## config.mk

```make
export PLATFORM = sky130hd
export DESIGN_NAME = see_core
export DESIGN_NICKNAME = d
export VERILOG_FILES = /design/src/verilog/see_pkg.sv /design/src/verilog/see_mem.sv /design/src/verilog/see_prog.sv /design/src/verilog/see_core.sv
export SDC_FILE = /design/constraint.sdc
export NUM_CORES = 1
export LEC_CHECK = 0
export BUFFER_PORTS_ARGS = -buffer_cell sky130_fd_sc_hd__buf_2
export CAP_MARGIN = 10
export CORE_UTILIZATION = 50
export DETAILED_ROUTE_END_ITERATION = 10
export HOLD_SLACK_MARGIN = 0.12
export PLACE_DENSITY_LB_ADDON = 0.3
export SETUP_SLACK_MARGIN = 0.05
export SLEW_MARGIN = 10
export SYNTH_ARGS = -nofsm -noshare
export SYNTH_HDL_FRONTEND = slang
export SYNTH_HIERARCHICAL = 1
export SYNTH_SLANG_ARGS = --single-unit
```

## constraint.sdc

```tcl
create_clock -name ref_clk -period 4.88 [get_ports ref_clk]
set_input_delay 0.488 -clock ref_clk [delete_from_list [all_inputs] [get_ports ref_clk]]
set_output_delay 0.488 -clock ref_clk [all_outputs]
set_load 0.05 [all_outputs]
```

## src/verilog/see_pkg.sv

```systemverilog
// Purpose: Shared constants and types of the serial memory command logic
// Assumes: ref_clk at 40 MHz
// Notes:   Opcode and sub-command encodings follow the serial word format
package see_pkg;
   ////////////////////////////////////////////////////////////////////////
   // Array shape
   localparam int unsigned ADDR_W = 6;          // Word address width
   localparam int unsigned DATA_W = 16;         // Word width
   localparam int unsigned WORDS  = 64;         // Number of words
   // Opcodes after the start bit
   localparam logic [1:0] OP_EXT   = 2'h0;      // Sub-command in address
   localparam logic [1:0] OP_WRITE = 2'h1;      // Word write
   localparam logic [1:0] OP_READ  = 2'h2;      // Read with auto-increment
   localparam logic [1:0] OP_ERASE = 2'h3;      // Word erase
   // Sub-commands in the top two address bits
   localparam logic [1:0] EXT_DISABLE = 2'h0;   // program_disable_cmd
   localparam logic [1:0] EXT_FILL    = 2'h1;   // fill_all_cmd
   localparam logic [1:0] EXT_CLEAR   = 2'h2;   // clear_all_cmd
   localparam logic [1:0] EXT_ENABLE  = 2'h3;   // Program enable
   // Bit counter end values
   localparam logic [3:0] OPC_LAST  = 4'h1;     // Second opcode bit
   localparam logic [3:0] ADDR_LAST = 4'h5;     // Sixth address bit
   // Values after reset and erase
   localparam logic [15:0] ERASED_WORD = 16'hFFFF; // All ones
   localparam logic        WEN_RESET   = 1'b0;     // Write-disabled
   // Self-timed programming time, longest figure rounded down
   localparam int unsigned CLK_HZ  = 40000000;  // ref_clk rate
   localparam int unsigned TWP_MS  = 10;        // Write cycle time
   localparam int unsigned TWP_CYC = (TWP_MS * (CLK_HZ / 1000)); // Cycles
   ////////////////////////////////////////////////////////////////////////
   // Programming operation kinds
   typedef enum logic [1:0] {
      PG_WRITE = 2'h0,
      PG_FILL  = 2'h1,
      PG_ERASE = 2'h2,
      PG_CLEAR = 2'h3
   } see_pop_t;
endpackage

```

## src/verilog/see_mem.sv

```systemverilog
// Purpose: Word array with one write port and a registered read port
// Assumes: Single clock, write and read may hit the same word
// Notes:   Array content has no reset, like the cells it models
`timescale 1ns/1ps
module see_mem
   import see_pkg::*;
#(
   parameter int unsigned AW = ADDR_W,
   parameter int unsigned DW = DATA_W
)(
   input  wire logic          ref_clk, // Clock
   input  wire logic          arst_n,  // Async reset, active low
   input  wire logic          wr_en,   // Write strobe
   input  wire logic [AW-1:0] wr_addr, // Write address
   input  wire logic [DW-1:0] wr_data, // Write data
   input  wire logic [AW-1:0] rd_addr, // Read address
   output logic      [DW-1:0] rd_q     // Registered read data
);
   logic [DW-1:0] mem_q [2**AW];       // Storage

   ////////////////////////////////////////////////////////////////////////
   // Array write
   always_ff @(posedge ref_clk)
   begin
      if (wr_en)
         mem_q[wr_addr] <= wr_data;
   end

   // Registered read
   always_ff @(posedge ref_clk or negedge arst_n)
   begin
      if (!arst_n)
         rd_q <= '0;
      else
         rd_q <= mem_q[rd_addr];
   end
endmodule

```

## src/verilog/see_prog.sv

```systemverilog
// Purpose: Self-timed programming sequencer for word and whole-array ops
// Assumes: start is a one-cycle pulse, never while busy
// Notes:   Each cycle erases first, writes for word write and fill only, then waits out the time
`timescale 1ns/1ps
module see_prog
   import see_pkg::*;
#(
   parameter int unsigned TWP_CYCLES = TWP_CYC
)(
   input  wire logic              ref_clk, // Clock
   input  wire logic              arst_n,  // Async reset, active low
   input  wire logic              start,   // Begin programming
   input  wire see_pop_t          pop,     // Operation kind
   input  wire logic [ADDR_W-1:0] addr,    // Target word
   input  wire logic [DATA_W-1:0] data,    // Word to write
   output logic                   busy,    // Programming in progress
   output logic                   wr_en,   // Array write strobe
   output logic      [ADDR_W-1:0] wr_addr, // Array write address
   output logic      [DATA_W-1:0] wr_data  // Array write data
);
   localparam int unsigned TW = $clog2(TWP_CYCLES + 1); // Timer width

   typedef enum logic [1:0] {
      PS_IDLE  = 2'h0,
      PS_ERASE = 2'h1,
      PS_WRITE = 2'h3,
      PS_WAIT  = 2'h2
   } see_ps_t;

   see_ps_t           st_q;            // Sequencer state
   see_pop_t          pop_q;           // Latched operation
   logic [ADDR_W-1:0] ptr_q;           // Word pointer
   logic [DATA_W-1:0] data_q;          // Latched data
   logic [TW-1:0]     tmr_q;           // Cycle time counter

   // Whole-array pass must fit inside the programming time
   if (TWP_CYCLES < 2 * WORDS + 2)
   begin : g_twp_chk
      $error("TWP_CYCLES too small for a whole-array pass");
   end

   ////////////////////////////////////////////////////////////////////////
   // Decode
   wire all_w  = (pop_q == PG_FILL) || (pop_q == PG_CLEAR);
   wire last_w = !all_w || (ptr_q == ADDR_W'(WORDS - 1));
   wire wr_w   = (pop_q == PG_WRITE) || (pop_q == PG_FILL);

   assign busy    = (st_q != PS_IDLE);
   assign wr_en   = (st_q == PS_ERASE) || (st_q == PS_WRITE);
   assign wr_addr = ptr_q;
   // Erase phase writes ones before any data phase
   assign wr_data = (st_q == PS_ERASE) ? ERASED_WORD : data_q;

   ////////////////////////////////////////////////////////////////////////
   // Sequencer
   always_ff @(posedge ref_clk or negedge arst_n)
   begin
      if (!arst_n)
      begin
         st_q   <= PS_IDLE;
         pop_q  <= PG_WRITE;
         ptr_q  <= '0;
         data_q <= '0;
         tmr_q  <= '0;
      end
      else
      begin
         if (st_q != PS_IDLE)
            tmr_q <= tmr_q - TW'(1);
         case (st_q)
            PS_IDLE:
               if (start)
               begin
                  st_q   <= PS_ERASE;
                  pop_q  <= pop;
                  data_q <= data;
                  tmr_q  <= TW'(TWP_CYCLES - 1);
                  // Whole-array ops walk from word zero
                  ptr_q  <= (pop == PG_FILL || pop == PG_CLEAR) ? '0 : addr;
               end
            PS_ERASE:
               if (last_w)
               begin
                  st_q  <= wr_w ? PS_WRITE : PS_WAIT;
                  ptr_q <= all_w ? '0 : ptr_q;
               end
               else
                  ptr_q <= ptr_q + ADDR_W'(1);
            PS_WRITE:
               if (last_w)
                  st_q <= PS_WAIT;
               else
                  ptr_q <= ptr_q + ADDR_W'(1);
            PS_WAIT:
               if (tmr_q == '0)
                  st_q <= PS_IDLE;
            default:
               st_q <= PS_IDLE;
         endcase
      end
   end

   ////////////////////////////////////////////////////////////////////////
   // Checks
   a_erase_first: assert property (@(posedge ref_clk) disable iff (!arst_n)
      $rose(st_q == PS_WRITE) |-> $past(st_q) == PS_ERASE)
      else $error("write phase without erase");
endmodule

```

## src/verilog/see_core.sv

```systemverilog
// Purpose: Serial instruction decode, read stream and program control
// Assumes: Pins are asynchronous to ref_clk and far slower than it
// Notes:   Command state never moves without a serial clock edge or chip select change
`timescale 1ns/1ps
module see_core
   import see_pkg::*;
#(
   parameter int unsigned TWP_CYCLES = TWP_CYC
)(
   input  wire logic ref_clk,       // 40 MHz clock
   input  wire logic arst_n,        // Async reset, active low
   input  wire logic serial_clock,  // Serial clock pin
   input  wire logic chip_sel,      // Chip select pin, active high
   input  wire logic serial_in,     // Serial data input pin
   output logic      serial_out,    // Serial data output
   output logic      serial_out_oe  // Output enable, high drives
);
   typedef enum logic [2:0] {
      ST_IDLE   = 3'h0,
      ST_OPC    = 3'h1,
      ST_ADDR   = 3'h3,
      ST_READ   = 3'h2,
      ST_DATA   = 3'h6,
      ST_ARMED  = 3'h7,
      ST_IGNORE = 3'h5
   } see_st_t;

   logic [2:0]        sync1_q;      // First sync stage
   logic [2:0]        sync2_q;      // Second sync stage
   logic              sk_p_q;       // Previous serial clock
   logic              cs_p_q;       // Previous chip select
   see_st_t           st_q;         // Command state
   logic [3:0]        cnt_q;        // Bit counter
   logic [1:0]        op_q;         // Opcode shifter
   logic [ADDR_W-1:0] addr_q;       // Address shifter
   logic [DATA_W-1:0] data_q;       // Data shifter
   logic [DATA_W-1:0] sh_q;         // Read shift register
   logic [ADDR_W-1:0] rd_addr_q;    // Read pointer
   logic              wen_q;        // Programming enabled
   logic              status_q;     // Ready/busy flag armed
   logic              do_q;         // Output data flop
   logic [DATA_W-1:0] rd_data;      // Array read data
   logic              busy;         // Programming running
   logic              wr_en;        // Array write strobe
   logic [ADDR_W-1:0] wr_addr;      // Array write address
   logic [DATA_W-1:0] wr_data;      // Array write data

   ////////////////////////////////////////////////////////////////////////
   // Functions
   // State after the last address bit
   function automatic see_st_t after_addr(input logic [1:0] op,
                                          input logic [1:0] ext,
                                          input logic       en);
      after_addr = ST_IGNORE;
      case (op)
         OP_READ:  after_addr = ST_READ;
         OP_WRITE: after_addr = en ? ST_DATA : ST_IGNORE;
         OP_ERASE: after_addr = en ? ST_ARMED : ST_IGNORE;
         default:
            if (ext == EXT_FILL)
               after_addr = en ? ST_DATA : ST_IGNORE;
            else if (ext == EXT_CLEAR)
               after_addr = en ? ST_ARMED : ST_IGNORE;
            else
               after_addr = ST_IGNORE;
      endcase
   endfunction

   // Programming kind from opcode and sub-command
   function automatic see_pop_t prog_kind(input logic [1:0] op,
                                          input logic [1:0] ext);
      case (op)
         OP_WRITE: prog_kind = PG_WRITE;
         OP_ERASE: prog_kind = PG_ERASE;
         default:  prog_kind = (ext == EXT_FILL) ? PG_FILL : PG_CLEAR;
      endcase
   endfunction

   ////////////////////////////////////////////////////////////////////////
   // Pin synchronisers
   always_ff @(posedge ref_clk or negedge arst_n)
   begin
      if (!arst_n)
      begin
         sync1_q <= 3'h0;
         sync2_q <= 3'h0;
         sk_p_q  <= 1'b0;
         cs_p_q  <= 1'b0;
      end
      else
      begin
         sync1_q <= {serial_in, chip_sel, serial_clock};
         sync2_q <= sync1_q;
         sk_p_q  <= sync2_q[0];
         cs_p_q  <= sync2_q[1];
      end
   end

   ////////////////////////////////////////////////////////////////////////
   // Event decode
   wire din      = sync2_q[2];
   wire cs_hi    = sync2_q[1];
   wire sk_rise  = sync2_q[0] & ~sk_p_q;
   wire cs_fall  = cs_p_q & ~cs_hi;
   wire shift    = sk_rise & cs_hi;
   wire [ADDR_W-1:0] addr_nx = {addr_q[ADDR_W-2:0], din};
   wire [1:0] ext_nx = addr_nx[ADDR_W-1:ADDR_W-2];
   wire addr_done = shift && (st_q == ST_ADDR) && (cnt_q == ADDR_LAST);
   wire is_ext    = (op_q == OP_EXT);
   wire en_cmd    = addr_done && is_ext && (ext_nx == EXT_ENABLE);
   wire dis_cmd   = addr_done && is_ext && (ext_nx == EXT_DISABLE);
   wire rd_cmd    = addr_done && (op_q == OP_READ);
   wire rd_load   = shift && (st_q == ST_READ) && (cnt_q == 4'h0);
   // Deselect after a pending programming command starts it
   wire prog_start = cs_fall && ((st_q == ST_DATA) || (st_q == ST_ARMED));
   wire prog_cmd  = (op_q == OP_WRITE) || (op_q == OP_ERASE) ||
                    (is_ext && (ext_nx == EXT_FILL || ext_nx == EXT_CLEAR));

   ////////////////////////////////////////////////////////////////////////
   // Command state machine
   always_ff @(posedge ref_clk or negedge arst_n)
   begin
      if (!arst_n)
      begin
         st_q   <= ST_IDLE;
         cnt_q  <= 4'h0;
         op_q   <= 2'h0;
         addr_q <= '0;
         data_q <= '0;
      end
      else if (!cs_hi)
         st_q <= ST_IDLE;
      else if (shift)
      begin
         cnt_q <= cnt_q + 4'h1;
         case (st_q)
            // Start bit; new commands are ignored while busy
            ST_IDLE:
            begin
               cnt_q <= 4'h0;
               if (din)
                  st_q <= busy ? ST_IGNORE : ST_OPC;
            end
            ST_OPC:
            begin
               op_q <= {op_q[0], din};
               if (cnt_q == OPC_LAST)
               begin
                  st_q  <= ST_ADDR;
                  cnt_q <= 4'h0;
               end
            end
            ST_ADDR:
            begin
               addr_q <= addr_nx;
               if (cnt_q == ADDR_LAST)
               begin
                  st_q  <= after_addr(op_q, ext_nx, wen_q);
                  cnt_q <= 4'h0;
               end
            end
            // Keep only the last sixteen bits
            ST_DATA:
               data_q <= {data_q[DATA_W-2:0], din};
            default:
               st_q <= st_q;
         endcase
      end
   end

   ////////////////////////////////////////////////////////////////////////
   // Program enable latch
   always_ff @(posedge ref_clk or negedge arst_n)
   begin
      if (!arst_n)
         wen_q <= WEN_RESET;
      else if (en_cmd)
         wen_q <= 1'b1;
      else if (dis_cmd)
         wen_q <= 1'b0;
   end

   ////////////////////////////////////////////////////////////////////////
   // Ready/busy flag, set wins over clear
   always_ff @(posedge ref_clk or negedge arst_n)
   begin
      if (!arst_n)
         status_q <= 1'b0;
      else if (prog_start)
         status_q <= 1'b1;
      else if (shift && din)
         status_q <= 1'b0;
   end

   ////////////////////////////////////////////////////////////////////////
   // Read stream and output flop
   always_ff @(posedge ref_clk or negedge arst_n)
   begin
      if (!arst_n)
      begin
         do_q      <= 1'b0;
         sh_q      <= '0;
         rd_addr_q <= '0;
      end
      else if (rd_cmd)
      begin
         do_q      <= 1'b0;
         rd_addr_q <= addr_nx;
      end
      else if (rd_load)
      begin
         do_q      <= rd_data[DATA_W-1];
         sh_q      <= {rd_data[DATA_W-2:0], 1'b0};
         rd_addr_q <= rd_addr_q + ADDR_W'(1);
      end
      else if (shift && st_q == ST_READ)
      begin
         do_q <= sh_q[DATA_W-1];
         sh_q <= {sh_q[DATA_W-2:0], 1'b0};
      end
      else if (st_q != ST_READ)
         do_q <= ~busy;
   end

   // Drive only for read data or status
   assign serial_out_oe = cs_hi && ((st_q == ST_READ) ||
                          (st_q == ST_IDLE && status_q));
   assign serial_out    = do_q;

   ////////////////////////////////////////////////////////////////////////
   // Programming sequencer and array
   see_prog #(
      .TWP_CYCLES (TWP_CYCLES)
   ) u_prog (
      .ref_clk (ref_clk),
      .arst_n  (arst_n),
      .start   (prog_start),
      .pop     (prog_kind(op_q, addr_q[ADDR_W-1:ADDR_W-2])),
      .addr    (addr_q),
      .data    (data_q),
      .busy    (busy),
      .wr_en   (wr_en),
      .wr_addr (wr_addr),
      .wr_data (wr_data)
   );

   see_mem #(
      .AW (ADDR_W),
      .DW (DATA_W)
   ) u_mem (
      .ref_clk (ref_clk),
      .arst_n  (arst_n),
      .wr_en   (wr_en),
      .wr_addr (wr_addr),
      .wr_data (wr_data),
      .rd_addr (rd_addr_q),
      .rd_q    (rd_data)
   );

   ////////////////////////////////////////////////////////////////////////
   // Checks
   a_oe_released: assert property (@(posedge ref_clk) disable iff (!arst_n)
      !cs_hi |-> !serial_out_oe)
      else $error("output driven while deselected");

   a_dummy_zero: assert property (@(posedge ref_clk) disable iff (!arst_n)
      rd_cmd |=> (serial_out == 1'b0) && (st_q == ST_READ))
      else $error("read did not lead with zero");

   a_enable_set: assert property (@(posedge ref_clk) disable iff (!arst_n)
      en_cmd |=> wen_q)
      else $error("enable command not taken");

   a_disable_clr: assert property (@(posedge ref_clk) disable iff (!arst_n)
      dis_cmd |=> !wen_q)
      else $error("disable command not taken");

   a_locked_out: assert property (@(posedge ref_clk) disable iff (!arst_n)
      addr_done && prog_cmd && !wen_q |=> st_q == ST_IGNORE)
      else $error("programming accepted while disabled");

   a_prog_busy: assert property (@(posedge ref_clk) disable iff (!arst_n)
      prog_start |=> busy ##1 busy)
      else $error("programming did not start");

   a_flag_clear: assert property (@(posedge ref_clk) disable iff (!arst_n)
      shift && din |=> !status_q)
      else $error("ready/busy flag not cleared");

   a_status_show: assert property (@(posedge ref_clk) disable iff (!arst_n)
      serial_out_oe && st_q == ST_IDLE && $stable(st_q) |-> serial_out == !$past(busy))
      else $error("status level wrong");

   a_read_only: assert property (@(posedge ref_clk) disable iff (!arst_n)
      $past(arst_n) && st_q != ST_READ && $past(st_q) != ST_READ |-> serial_out == !$past(busy))
      else $error("stored data shown outside read");

   a_addr_wrap: assert property (@(posedge ref_clk) disable iff (!arst_n)
      rd_load |=> rd_addr_q == ADDR_W'($past(rd_addr_q) + ADDR_W'(1)))
      else $error("read pointer did not advance");

   a_edge_only: assert property (@(posedge ref_clk) disable iff (!arst_n)
      $changed(do_q) && st_q == ST_READ && $past(st_q) == ST_READ |-> $past(shift))
      else $error("read data moved off a clock edge");

   a_state_hold: assert property (@(posedge ref_clk) disable iff (!arst_n)
      $changed(st_q) |-> $past(shift || !cs_hi))
      else $error("state moved without an edge");
endmodule

```

# == Word level (Yosys, flattened, before mapping) ==
# Memories as Yosys holds them, arrays and structs flattened. A register that Yosys moved wholly into a read port is not among the register bits.
# Cells that the tools add are included.
# word_totals
regBits,109
ramBits,1024
input_bits,5
elab_cells,156
memories,1
# op_classes
addsub,4
eq_ne,34
n_mux,47
bitwise_logic,7
n_reduce_logical,44
# memory_table
memory,depth,width,rd,rd_clocked_by_memory_dff,wr,line_no,source
u_mem.mem_q,64,16,1,1,1,see_mem.sv:19,logic [DW-1:0] mem_q [2**AW];
# ops
cell,n
19-bit two-way mux,3
16-bit two-way mux,3
6-bit two-way mux,7
19-bit logical NOT,1
"19-bit by 1-bit subtractor with 19-bit output, second input constant",1
2-bit two-way mux,9
3-bit two-way mux,6
3-bit one-hot mux with 3 select lines,2
6-bit one-hot mux with 3 select lines,1
"2-bit == test, second input constant",8
"6-bit by 1-bit adder with 6-bit output, second input constant",2
"2-bit by 1-bit == test with 1-bit output, second input constant",6
1-bit logical AND,12
4-bit one-hot mux with 3 select lines,1
1-bit two-way mux,11
2-bit nonzero test,5
"3-bit by 2-bit inequality test with 1-bit output, second input constant",3
3-bit AND reduction,3
2-bit logical NOT,4
4-bit two-way mux,2
"2-bit by 1-bit inequality test with 1-bit output, second input constant",4
2-bit one-hot mux with 4 select lines,1
4-bit AND reduction,2
1-bit logical OR,7
20 further kinds,32

# == Logic depth before layout (Yosys ltp) ==
# Gate-level depths: netlist of the first run.
# depth
depth_word,9
depth_mapped,10
ltp_nobuf,6

# == Hierarchy ==
# Netlist of the first run, hierarchy kept.
# by_module_without_submodules
module,n_inst,cells_each,area_per_inst_um2,seq_area_each_um2
see_mem,1,1830,40106.0,31149.9
see_core,1,251,2932.8,1576.5
see_prog,1,248,2299.7,1126.1

# == Worst setup path before layout of the first run ==
# Ideal clock, no wire load.
# synth_path
kind,reg-to-reg
startpoint,reg u_prog.st_q[0]
endpoint,"mem u_mem/mem_q[48][0] in the netlist's numbering, enable pin"
arrival_ns,2.343
setup_slack_ns,2.128
stages_incl_launch_ff,6
synth_period_minus_slack_ns,2.752
cell_sequence,dfrtp_1 > buf_6 > clkbuf_1 > nand3_1 > or3_1 > nor3_1
# synth_via
elab_chain_cells,4
elab_cells_between_ends,5
cone_classes,2 x eq/ne; 2 x mux; 1 x reduce/logical
# synth_rtl
element,line_no,source
from (decl),see_prog.sv:30,see_ps_t st_q;
from (signal assigned),see_prog.sv:84,st_q <= wr_w ? PS_WRITE : PS_WAIT;
2-bit by 1-bit == test with 1-bit output or 2-bit == test (tied branches),see_prog.sv:49,assign wr_en = (st_q == PS_ERASE) || (st_q == PS_WRITE);
1-bit logical OR *,see_prog.sv:49,
named net wr_en,see_core.sv:44,logic wr_en;
1-bit two-way mux *,see_mem.sv:25,if (wr_en)
1-bit two-way mux (not written as such) *,see_mem.sv:26,mem_q[wr_addr] <= wr_data;
to (decl),see_mem.sv:19,
# The timed path passes the listed nets; every way through them passes the cells marked *.

==> results of run 1 <==
==> state kept, by name (all words and copies together) (netlist names), 4 cells and up <==
register and flops:
addr_q 6, u_prog/tmr_q 19, u_mem/rd_q 16, cnt_q 4, u_mem/mem_q 1024, u_prog/data_q 16
data_q 16, rd_addr_q 6, sh_q 15, u_prog/wr_addr 6
==> where the power goes <==
| group | switching, mW | total, mW | internal (mW) |
|---|---|---|---|
| registers | 0.0361 | 10.6 | 10.6 |
| logic | 0.177 | 0.322 | 0.145 |
| clock network | 3.63 | 8.84 | 5.20 |
==> timing repair <==
item,CTS,global route
hold endpoints to repair,58,0
endpoints found under the setup margin,0,0
hold buffers,4,0
buffers inserted,0,0
==> placed cells by master, fill, tap and decap left out, types with 15 or more instances in the layout <==
cell type and n:
a21oi_1 27, a221oi_1 16, a22oi_1 41, buf_4 105
bufinv_16 15, clkbuf_1 23, clkbuf_16 114, clkinv_1 21
dfrtp_1 121, edfxtp_1 1024, inv_1 19, mux2_2 51
mux2i_1 112, mux4_2 215, nand2_1 156, nand2b_2 16
nand3_1 32, nor2_1 84, nor2b_1 31, o21ai_0 37
==> per-stage QoR <==
step                      instance area [µm²]  std cells
final                                   50900       3714
after global routing                    50900       3714
after floorplan                         45300       2329
after detailed placement                47000       3498
after global placement                  47000       3498
after CTS                               50900       3713
==> worst paths after layout <==
kind / cells after the start / to
hold / removal: 0 / sync2_q[2]$_DFF_PN0_
max in group asynchronous: 3 / rd_addr_q[2]$_DFFE_PN0P_
setup reg to reg: 5 / u_mem/rd_q[2]$_DFF_PN0_
setup / recovery: 5 / u_mem/rd_q[2]$_DFF_PN0_
hold reg to reg: 0 / sync2_q[2]$_DFF_PN0_
min in group asynchronous: 2 / u_prog/tmr_q[14]$_DFF_PN0_
==> layer usage <==
| metal | up-vias | wire length, µm | global-route usage, % | part of all wire (%) |
|---|---|---|---|---|
| met5 | - | 0 | 0 | 0 |
| met3 | 189 | 9290 | 4.33 | 8.5 |
| met4 | 0 | 3560 | 7.99 | 3.3 |
| met1 | 12273 | 44300 | 34.8 | 41 |
| met2 | 1084 | 51900 | 37.8 | 48 |
| li1 | 9686 | - | - | - |
==> cell type report <==
type / count / area, µm²
Clock buffer: 145 / 3050
Clock inverter: 66 / 751
Fill cell: 6580 / 39000
Inverter: 20 / 75.1
Multi-Input combinational cell: 1035 / 10600
Sequential cell: 1148 / 33900
Tap cell: 1176 / 1470
Timing Repair Buffer: 124 / 1050
==> cell families (layout without fill, tap and decap cells) <==
| kind of cell | after synthesis | in the layout | share of synthesized area (%) |
|---|---|---|---|
| AO/OA/AOI/OAI | 215 | 215 | 3.38 |
| XOR/XNOR | 3 | 3 | 0.0580 |
| adder cells (fa/ha/maj) | 6 | 6 | 0.166 |
| buffers and inverters | 146 | 355 | 2.05 |
| flip-flops | 1148 | 1148 | 74.7 |
| multiplexers | 390 | 390 | 15.0 |
| AND/OR/NAND/NOR | 421 | 421 | 4.67 |
==> out/metrics.cfg, run 1 <==
[detailed_routing]
drt-initial-drc-count=2688
num_vias=23232
wl_um=109000
viasPerCell=6.26
wire_per_inst_um=29.4
dr.pass1.iters=6
drc=0
ant_nets=0

[timing]
tns_ns=0
relSlewSlack_pct=22.1
rsz0062_at_grt=false
drv_slew=0
fmax_ghz=0.282
finalHoldViolCount=0
fin_skew_ns=0.0452
hold_ws_ns=0.351
min_period_over_period_pct=72.8
setup_viol=0
fin_crit_ns=3.55
worst_pin_slew_ns=1.17
setup_ws_ns=1.33

[layout]
fin_util_pct=56.6
areaGrowthSynthToFinish_pct=12.3
drive_gt1_share_pct=24.0
antenna_cells=0
num-nets-final=2452

[placed_design]
place_ws_ns=1.42
io_buffer_count=6
place_congestion=0.853
dp.final_hpwl_um=65100

[synth]
synth_area_leaders=edfxtp_1, mux4_2, dfrtp_1
ys_types=80
ys_seq_elements=1148
seq_area_frac_synth_pct=74.7
syn_avg_cell_area_um2=19.5
synth_top_area_share_pct=67.8
ys.flop_type=edfxtp_1
ys_warn_count=6
synth_edf_count=1024
synth_area_leader_cell=edfxtp_1
synth_common_cells=edfxtp_1, mux4_2, nand2_1
postSynthCellCount=2329
ys_async_sr_fraction_pct=10.8
synth_fp_nets=2340
synth.most_common_cell=edfxtp_1
syn_area_um2=45300

[critical_path]
cp-start-kind=register
reg2reg_setup_slack_ns=1.33
critPathSlowestCell=dfrtp_4
cp_max_fo=57
path_buf_inv=0
cpPeakStageDelay_ns=1.12
critical_path_arrival_ns=4.12
crit_path_end_kind=register
critPathLaunch=rd_addr_q[1]$_DFFE_PN0P_
r2r-start=rd_addr_q[1]$_DFFE_PN0P_
critPathKind=reg -> reg
required_ns=5.44
cp_top_family=simple AND/OR/NAND/NOR gates
worstPathCellList=nor2b_1 -> a22oi_1 -> a41oi_1 -> o21ai_0 -> and4_1

[clock_tree]
cts.sinks=1148
ctsHtreeMaxLevel=3
post_cts_resized=0
cts-root-buf=clkbuf_16
cts_tree=built
cts_inserted_buffers=112
cts.clk_slew.worst_paths_ns=0.06
clk_latency_ns=0.70
cts_buffer_depth=3

[global_route]
grt_pass1_wl_um=159000
grt_pass1_vias=22885
grt-ovfl-total=0
grt_max_degree=65
grt_usage_pct=24.2
grt_antenna_before_repair=1

[hold_path]
hp-start=sync1_q[2]$_DFF_PN0_
worstHoldPathType=reg -> reg

[die]
die_x_um=303
initial_core_util_pct=50.4
rows=110
die_h_um=303
ios=7
die-area_um2=91900
core_area_um2=89900

[run_status]
status=completed

[power]
power_mw=19.8
p_leak_nw=13.9
p_per_area_nw_per_um2=388
vdd_drop_max_mv=0.386

[job]
maxCapViolations=0

Power figures use the tool's default switching activity.
==> inputs of run 2 (changes only) <==
Clock period 4.88 ns to 3.5 ns, I/O delays scaled along.
==> run 2 against run 1 <==
  * Via count is 0.11% lower
  * Count of clock-buffer cells in the layout shrank 2
  * Register-to-register slack worse by 0.98 ns
  * Non-clock buffer count increased by 46
  * Worst setup slack lost 0.98 ns
  * First-iteration DRC count increased by 2.8%
  * Utilization is 0.48 points higher
  * Sequential share of layout area down 0.56 points
  * Sequential power grew 40%
  * Critical endpoint is now u_mem/rd_q[9]$_DFF_PN0_
  * Combinational power is 43% higher
  * Cell count rose by 1.4%
  * Critical path depth grew 1
==> out/metrics.cfg, run 2 (synthesized netlist as in run 1, its figures left out) <==
[run_status]
status=completed

[timing]
hold_ws_ns=0.322
setup_viol=0
finalHoldViolCount=0
setup_ws_ns=0.350
rsz0062_at_grt=false
fin_crit_ns=3.15
worst_pin_slew_ns=1.09
relSlewSlack_pct=27.4
fmax_ghz=0.317
fin_skew_ns=0.0310
tns_ns=0
min_period_over_period_pct=90.0
drv_slew=0

[die]
die_h_um=303
ios=7
core_area_um2=89900
die_x_um=303
initial_core_util_pct=50.4
rows=110
die-area_um2=91900

[power]
p_int_mw=22.2
seqPwrFrac_pct=53.5
switching_power_mw=5.45
comb_power_share_pct=1.7
sw_frac_of_total_pct=19.7
power_mw=27.6
p_clk_share_pct=44.9
p_per_area_nw_per_um2=538
p_leak_nw=14.2
vdd_drop_max_mv=0.444

[layout]
fill_cells=6538
largest_reg_flops=1024
fin_cells=3766
antenna_cells=0
top_regs=u_mem/mem_q x1024, u_prog/tmr_q x19
layout_common_cells=edfxtp_1, mux4_2, nand2_1
areaGrowthSynthToFinish_pct=13.2
design_area_um2=51300
num-nets-final=2501
fin_util_pct=57.1
drive_gt1_share_pct=25.4
final_common_cell=edfxtp_1
regMostFlops=u_mem/mem_q

[clock_tree]
holdBufCountCts=4
cts.sinks=1148
cts-root-buf=clkbuf_16
post_cts_resized=0
ctsHtreeMaxLevel=3
cts_setup_buffers=0
clk_latency_ns=0.70
cts_inserted_buffers=115
cts_tree=built
cts.clk_slew.worst_paths_ns=0.06
cts_buffer_depth=3

[global_route]
grt-ovfl-total=0
grt_usage_pct=23.5
grt_antenna_before_repair=3
grt_pass1_wl_um=157000
grt_pass1_vias=23461
grt_max_degree=84

[critical_path]
cpPeakStageDelay_ns=0.71
required_ns=4.04
cp_top_family=multiplexers
cp-start-kind=register
crit_path_end_kind=register
worstPathCellList=buf_4 -> mux4_2 -> mux2_2 -> a221oi_1 -> buf_4 -> a311oi_1
cp_max_fo=21
critPathSlowestCell=dfrtp_4
path_buf_inv=2
crit_path_frequent_cell=buf_4
critical_path_arrival_ns=3.69
critPathKind=reg -> reg

[placed_design]
dp.final_hpwl_um=63800
placed_cell_area_um2=47400
place_ws_ns=0.381
io_buffer_count=6
placedCellCount=3545
place_congestion=0.842

[detailed_routing]
viasPerCell=6.16
wl_um=105000
wire_per_inst_um=28.0
drt-initial-drc-count=2762
drc=0
ant_nets=0
num_vias=23206
dr.pass1.iters=5

[hold_path]
worstHoldPathType=in -> reg

[job]
maxCapViolations=0

==> run 2: cell count changes in the layout (fill, tap and decap cells not counted), sizes merged <==
cell      change
buf          +46
clkinv       +10
clkbuf        -2
bufinv        -2
clkinvlp      +2
inv           -2
==> run 2: cell type report <==
type,count,area [µm²],share of cell area [%]
multi-input cells,1035,10600,20.7
flip-flops and latches,1148,33900,66.0
clock buffers,143,3090,6.02
inverters,20,75.1,0.146
clock inverters,74,762,1.48
well taps,1176,1470,2.87
repair buffers,170,1450,2.82
==> run 2: metal layers <==
layer	up-vias	routed length (µm)	GRT usage [%]
met2	1004	50200	37.0
met5	-	11	0
li1	9766	-	-
met1	12231	43000	33.7
met4	2	3540	7.88
met3	203	8530	4.02
==> run 2: power groups by stage <==
| stage | Combinational [mW] | Sequential (mW) | Clock, mW |
|---|---|---|---|
| global route | 0.501 | 14.8 | 13.1 |
| finish | 0.461 | 14.8 | 12.4 |
| CTS | 0.473 | 14.8 | 12.6 |
| detailed placement | 0.468 | 15.1 | 0 |
| floorplan | 0.398 | 15.0 | 0 |
| global placement | 0.461 | 15.1 | 0 |
==> run 2: worst paths after layout <==
kind / start / end / slack, ns / cells after the start
min in group asynchronous: arst_n / u_prog/tmr_q[9]$_DFF_PN0_ / 0.38 / 2
max: rd_addr_q[0]$_DFFE_PN0P_ / u_mem/rd_q[9]$_DFF_PN0_ / 0.35 / 6
max reg2reg: rd_addr_q[0]$_DFFE_PN0P_ / u_mem/rd_q[9]$_DFF_PN0_ / 0.35 / 6
min reg2reg: sync1_q[0]$_DFF_PN0_ / sync2_q[0]$_DFF_PN0_ / 0.36 / 0
max in group asynchronous: arst_n / u_mem/rd_q[7]$_DFF_PN0_ / 2.07 / 3
min: serial_in / sync1_q[2]$_DFF_PN0_ / 0.32 / 2
